File: src/pkg/lane_rx_os_regs.svh
`ifndef LANE_RX_OS_REGS_SVH
`define LANE_RX_OS_REGS_SVH

// ==========================================================
// Register offsets (byte addresses)
`define LRX_ADDR_W 12
`define LRX_OFS_TRAIN_SKP 12'h0b0
`define LRX_OFS_IDLE 12'h0b4
`define LRX_OFS_MASK_TRAIN_SKP 12'h0b8
`define LRX_OFS_MASK_IDLE 12'h0bc

// ==========================================================
// Field positions
`define LRX_FTS_LSB 16
`define LRX_SKP_LSB 0
`define LRX_EIE_LSB 16
`define LRX_EIOS_LSB 0
`define LRX_LANES 16

// ==========================================================
// Reset values
`define LRX_STATUS_RST 32'h0000_0000
`define LRX_MASK_RST 32'h0000_0000
`define LRX_LANE_RST 16'h0000

`endif

File: src/pkg/lane_rx_os_pkg.sv
package lane_rx_os_pkg;

  // ========================================================
  // Per-lane detection pulses from the receive path
  typedef struct packed {
    logic [15:0] fts;
    logic [15:0] skp;
    logic [15:0] eie;
    logic [15:0] eios;
  } lane_det_t;

  // ========================================================
  // APB request from the master
  typedef struct packed {
    logic psel;
    logic penable;
    logic pwrite;
    logic [11:0] paddr;
    logic [31:0] pwdata;
  } apb_req_t;

endpackage

File: src/core/lane_rx_ordered_set_flags.sv
// Our own choice: the APB register port.
`timescale 1ns/1ns
`include "lane_rx_os_regs.svh"

// Summary of operation
// - FTS ordered set on lane i sets fast-training flag i.
// - SKP ordered set on lane i sets skip flag i.
// - Idle-exit ordered set on lane i sets idle-exit flag i.
// - Idle ordered set on lane i sets idle-set flag i.
// - A set flag stays 1 until software writes 1 there.
// - Reg 0xb4: idle-exit flags in 31:16, idle-set in 15:0, reset 0.
// - Reg 0xb0: fast-training flags in 31:16, skip in 15:0, reset 0.
module lane_rx_ordered_set_flags (
  input wire logic CLK_IN, // 20 MHz management clock
  input wire logic RST_IN, // Async reset, active high
  input wire lane_rx_os_pkg::apb_req_t APB_IN, // APB request
  input wire lane_rx_os_pkg::lane_det_t DET_IN, // Detection pulses
  output logic PREADY_OUT, // APB ready
  output logic [31:0] PRDATA_OUT, // APB read data
  output logic PSLVERR_OUT, // APB error, unmapped address
  output logic IRQ_OUT // Level interrupt
);
  import lane_rx_os_pkg::*;

  // ========================================================
  // APB decode
  logic setup_c;
  logic access_c;
  logic wr_acc_c;
  logic hit_ts_c;
  logic hit_idle_c;
  logic hit_mts_c;
  logic hit_midle_c;
  logic mapped_c;
  logic [31:0] clr_ts_c;
  logic [31:0] clr_idle_c;

  always_comb begin
    setup_c = APB_IN.psel & ~APB_IN.penable;
    access_c = APB_IN.psel & APB_IN.penable & PREADY_OUT;
    wr_acc_c = access_c & APB_IN.pwrite;
    hit_ts_c = (APB_IN.paddr == `LRX_OFS_TRAIN_SKP);
    hit_idle_c = (APB_IN.paddr == `LRX_OFS_IDLE);
    hit_mts_c = (APB_IN.paddr == `LRX_OFS_MASK_TRAIN_SKP);
    hit_midle_c = (APB_IN.paddr == `LRX_OFS_MASK_IDLE);
    mapped_c = hit_ts_c | hit_idle_c | hit_mts_c | hit_midle_c;
    // Only ones in the write data clear; zeros leave flags alone
    clr_ts_c = (wr_acc_c & hit_ts_c) ? APB_IN.pwdata : 32'h0;
    clr_idle_c = (wr_acc_c & hit_idle_c) ? APB_IN.pwdata : 32'h0;
  end

  // ========================================================
  // Sticky flags, one slice per lane
  logic [15:0] fts_q;
  logic [15:0] skp_q;
  logic [15:0] eie_q;
  logic [15:0] eios_q;
  logic [15:0] fts_d;
  logic [15:0] skp_d;
  logic [15:0] eie_d;
  logic [15:0] eios_d;

  genvar g;
  generate
    for (g = 0; g < `LRX_LANES; g++) begin : g_lane
      always_comb begin
        // Set has priority so an event during a clear is kept
        fts_d[g] = DET_IN.fts[g] |
                   (fts_q[g] & ~clr_ts_c[`LRX_FTS_LSB + g]);
        skp_d[g] = DET_IN.skp[g] |
                   (skp_q[g] & ~clr_ts_c[`LRX_SKP_LSB + g]);
        eie_d[g] = DET_IN.eie[g] |
                   (eie_q[g] & ~clr_idle_c[`LRX_EIE_LSB + g]);
        eios_d[g] = DET_IN.eios[g] |
                    (eios_q[g] & ~clr_idle_c[`LRX_EIOS_LSB + g]);
      end
    end
  endgenerate

  always_ff @(posedge CLK_IN or posedge RST_IN) begin
    if (RST_IN) begin
      fts_q <= `LRX_LANE_RST;
      skp_q <= `LRX_LANE_RST;
      eie_q <= `LRX_LANE_RST;
      eios_q <= `LRX_LANE_RST;
    end else begin
      fts_q <= fts_d;
      skp_q <= skp_d;
      eie_q <= eie_d;
      eios_q <= eios_d;
    end
  end

  // ========================================================
  // Status words as software sees them
  logic [31:0] stat_ts_c;
  logic [31:0] stat_idle_c;

  always_comb begin
    stat_ts_c = {fts_q, skp_q};
    stat_idle_c = {eie_q, eios_q};
  end

  // ========================================================
  // Interrupt masks, same layout as the status words
  logic [31:0] mask_ts_q;
  logic [31:0] mask_idle_q;
  logic [31:0] mask_ts_d;
  logic [31:0] mask_idle_d;
  logic irq_d;

  always_comb begin
    mask_ts_d = mask_ts_q;
    mask_idle_d = mask_idle_q;
    if (wr_acc_c & hit_mts_c) begin
      mask_ts_d = APB_IN.pwdata;
    end
    if (wr_acc_c & hit_midle_c) begin
      mask_idle_d = APB_IN.pwdata;
    end
    // Registered, so it lags the flag by one cycle
    irq_d = |((stat_ts_c & mask_ts_q) | (stat_idle_c & mask_idle_q));
  end

  always_ff @(posedge CLK_IN or posedge RST_IN) begin
    if (RST_IN) begin
      mask_ts_q <= `LRX_MASK_RST;
      mask_idle_q <= `LRX_MASK_RST;
      IRQ_OUT <= 1'b0;
    end else begin
      mask_ts_q <= mask_ts_d;
      mask_idle_q <= mask_idle_d;
      IRQ_OUT <= irq_d;
    end
  end

  // ========================================================
  // APB answer: no wait state, data captured in setup
  logic pready_d;
  logic [31:0] prdata_d;
  logic pslverr_d;

  always_comb begin
    pready_d = setup_c;
    prdata_d = PRDATA_OUT;
    pslverr_d = 1'b0;
    if (setup_c) begin
      pslverr_d = ~mapped_c;
      prdata_d = 32'h0;
      if (~APB_IN.pwrite) begin
        unique case (1'b1)
          hit_ts_c: prdata_d = stat_ts_c;
          hit_idle_c: prdata_d = stat_idle_c;
          hit_mts_c: prdata_d = mask_ts_q;
          hit_midle_c: prdata_d = mask_idle_q;
          default: prdata_d = 32'h0;
        endcase
      end
    end
  end

  always_ff @(posedge CLK_IN or posedge RST_IN) begin
    if (RST_IN) begin
      PREADY_OUT <= 1'b0;
      PRDATA_OUT <= 32'h0;
      PSLVERR_OUT <= 1'b0;
    end else begin
      PREADY_OUT <= pready_d;
      PRDATA_OUT <= prdata_d;
      PSLVERR_OUT <= pslverr_d;
    end
  end
endmodule

File: config.mk
export PLATFORM = sky130hd
export DESIGN_NAME = lane_rx_ordered_set_flags
export DESIGN_NICKNAME = d
export VERILOG_FILES = /design/src/pkg/lane_rx_os_pkg.sv /design/src/core/lane_rx_ordered_set_flags.sv
export VERILOG_INCLUDE_DIRS = /design/src /design/src/pkg
export SDC_FILE = /design/constraint.sdc
export NUM_CORES = 1
export LEC_CHECK = 0
export BUFFER_PORTS_ARGS = -buffer_cell sky130_fd_sc_hd__buf_2
export CORE_UTILIZATION = 25
export CTS_CLUSTER_DIAMETER = 80
export DETAILED_ROUTE_END_ITERATION = 8
export SYNTH_ARGS = -nofsm -noshare
export SYNTH_HDL_FRONTEND = slang
export SYNTH_SLANG_ARGS = --single-unit
File: constraint.sdc
create_clock -name CLK_IN -period 8.8 [get_ports CLK_IN]
set_clock_uncertainty 0.1 [all_clocks]
set_input_delay 0 -clock CLK_IN [delete_from_list [all_inputs] [get_ports CLK_IN]]
set_output_delay 0 -clock CLK_IN [all_outputs]
set_load 0.02 [all_outputs]
==> out/qor.txt <==
total number of placement rows: 61
setup violators final: 0
maximum number of pins on one net before global-route repair: 100
Detailed Place HPWL: 15200 µm
clock insertion delay at the later pin of the skew report: 0.43 ns
power per cell area: 158 mW/mm²
most common library cell in the layout ignoring fill and taps: dfrtp_1
proportion of layout cells with a drive suffix above 1: 31.5%
minimum hold slack: 0.0381 ns
Die Height: 172 µm
routability congestion estimate: 0.735
routed length per placed instance: 18.7 µm
share of Yosys cell area claimed by the top area cell type: 56.7%
final routed wirelength across all metal layers: 22500 µm
number of library cell types mapped by synthesis: 28
normalized max-slew margin: 32.9%
Remaining Overflow, GRT: 0
wire length of the first global-routing pass: 34700 µm
global-route met2 utilization: 26.8%
number of warning messages in the yosys log: 0
Final min period: 2.57 ns
Leak: 0.00441 µW
vias in the first global route: 5944
buffer levels on the longest clock path: 2
top library cells by usage in the layout, fill and taps aside: dfrtp_1, dlygate4sd3_1, buf_2, nand2_1, a21o_1
setup repair after global routing missed its margin: false
Arr. time, crit path: 2.78 ns
Post-CTS Setup Bufs: 0
register bit count reported by yosys: 163
number of vias per cell: 4.70
fill cell total of the finished layout: 2777
register area: 0.00408 mm²
number of H-tree levels: 4
clock tree from TritonCTS: yes
number of antenna violations at the first check in global routing: 0
Cell Area, Synth: 0.00719 mm²
buffer type at the clock tree root: clkbuf_16
starting utilization of the core area: 25.7%
GR Util All Layers: 16.1%
peak per-stage delay on the critical path: 0.75 ns
area taken by multi-input logic gates: 0.00295 mm²
Startpoint Class: register
share of the yosys chip area belonging to registers: 56.7%
number of DRC markers in iteration 0: 407
per-instance average area after synthesis: 14.3 µm²
clock input transition at the sequential cells of the worst setup and hold paths: 0.06 ns
I/O pin count: 148
slowest library cell on the worst path: nand3_2
crit path capture type: register
cell types occupying the most area after synthesis: dfrtp_1, mux4_2, a21o_1, mux2_1, mux2_2
global-route layer with the greatest usage: met2
first-pass iteration count of the detailed router: 5
met1 global-route usage: 20.8%
final antenna diode count: 0
Mapped Nets: 617
peak fanout along the critical path: 32
worst ir drop on vdd: 123 µV
Area Overhead vs Synth: 46.7%
category of the critical setup timing path: reg2reg
CTS sink cnt: 163
Max Cap Violations: 0
Hold Crit Class: in2reg
number of design rule violations left after detail routing: 0
net count reported at finish: 921
vias after detailed routing: 5635
portion of the clock cycle consumed by the worst path in the final layout: 29.2%
final-report hold violation count: 0
met3 Use GR: 3.27%
total count of max-transition violations in the final report: 0
largest area contributor in the synthesized netlist: dfrtp_1
clock buffer count from CTS: 17
DIE AREA: 0.0295 mm²
Slew @ Worst Pin: 1.01 ns
residual antenna-violating net count after detailed routing: 0
total negative setup slack: 0 ns
Die Width: 172 µm
Peak Freq: 389 MHz
quantity of I/O buffers inserted on ports: 147
number of standard cells after synthesis: 504
Core ar.: 0.0280 mm²
result of the run: completed
cell chain of the critical path: nand4_1 -> nor4_4 -> nand3_2 -> mux2_1
required time of the worst setup path: 9.00 ns
-- state kept, by name, summed over array words and instances (netlist names) --
signal and count:
PREADY_OUT 1, skp_q 16, mask_idle_q 32, PSLVERR_OUT 1, mask_ts_q 32, PRDATA_OUT 32
eios_q 16, fts_q 16, IRQ_OUT 1, eie_q 16
-- power by group --
group	switching, µW	internal [µW]	total (µW)
combinational	57.6	60.7	118
sequential	0.426	750	750
clock	315	480	795
total	373	1290	1660
-- critical path: cells and delay by family, from the launching register on --
family | cells | cell delay, ns
mux | 1 | 0.63
simple gates | 3 | 1.33
flops | 1 | 0.36
-- stage by stage --
| step | setup WS (ns) | instances | util, % | area (µm²) | total power [µW] |
|---|---|---|---|---|---|
| CTS | 6.19 | 1199 | 37.7 | 10600 | 1690 |
| global placement | 6.11 | 1006 | 29.7 | 8310 | 850 |
| detailed placement | 6.09 | 1006 | 29.7 | 8310 | 850 |
| global route | 6.09 | 1199 | 37.7 | 10600 | 1730 |
| finish | 6.23 | 1199 | 37.7 | 10600 | 1660 |
| floorplan | 4.30 | 504 | - | 7190 | 802 |
-- kinds of logic after synthesis --
| kind of cell | count (synthesis) | share of synthesized area [%] |
|---|---|---|
| AOI/OAI and AO/OA | 128 | 15.0 |
| DFF | 163 | 56.7 |
| buffers and inverters | 33 | 2.59 |
| and+or+nand+nor | 84 | 5.65 |
| muxes | 96 | 20.0 |
-- cells in the mapped netlist --
cell type / number
clkbuf_1: 10
nor3_1: 1
nand2b_1: 1
nand3_2: 1
or4b_1: 1
mux2_1: 32
nor2_1: 2
mux2_2: 32
nand2_1: 64
a22o_1: 16
nor4_2: 2
dfrtp_1: 163
or2_2: 1
or4_1: 2
nand4b_1: 1
buf_2: 11
nor4_4: 1
a221oi_1: 16
and3b_1: 1
buf_6: 6
inv_1: 2
mux4_2: 32
a21o_1: 64
nand4_1: 5
buf_4: 1
or4_4: 1
a32o_1: 32
buf_1: 3
-- final cells by class --
| type | count | share of cell area (%) |
|---|---|---|
| repair buffers | 316 | 22.8 |
| clock buffers | 18 | 4.07 |
| inverters | 2 | 0.119 |
| multi-input cells | 308 | 28.0 |
| well taps | 378 | 4.48 |
| flip-flops and latches | 163 | 38.6 |
| clock inverters | 14 | 1.90 |
-- layer usage --
| metal | up-vias | wire, µm | share of wire (%) |
|---|---|---|---|
| met5 | - | 0 | 0 |
| met4 | 0 | 272 | 1.2 |
| met3 | 21 | 1260 | 5.6 |
| met2 | 160 | 11000 | 49 |
| met1 | 2886 | 9930 | 44 |
| li1 | 2568 | - | - |
-- worst paths after layout --
kind	to	slack, ns	cells after the start	startpoint
max	mask_idle_q[23]$_DFFE_PP0P_	6.23	4	PREADY_OUT$_DFF_PP0_
min	PREADY_OUT$_DFF_PP0_	0.04	4	APB_IN[46]
max reg2reg	mask_idle_q[23]$_DFFE_PP0P_	6.23	4	PREADY_OUT$_DFF_PP0_
min reg2reg	PRDATA_OUT[23]$_DFFE_PP0P_	0.39	1	PRDATA_OUT[23]$_DFFE_PP0P_
max in group asynchronous	mask_idle_q[7]$_DFFE_PP0P_	6.98	4	RST_IN
min in group asynchronous	eie_q[4]$_DFF_PP0_	0.22	3	RST_IN
-- repair_timing --
action	4_1_cts	5_1_grt
setup endpoints to repair	0	0
hold buffers	161	0
hold endpoints to repair	226	0
resized for setup	0	0
No activity file was read; power rests on OpenSTA's default activity.
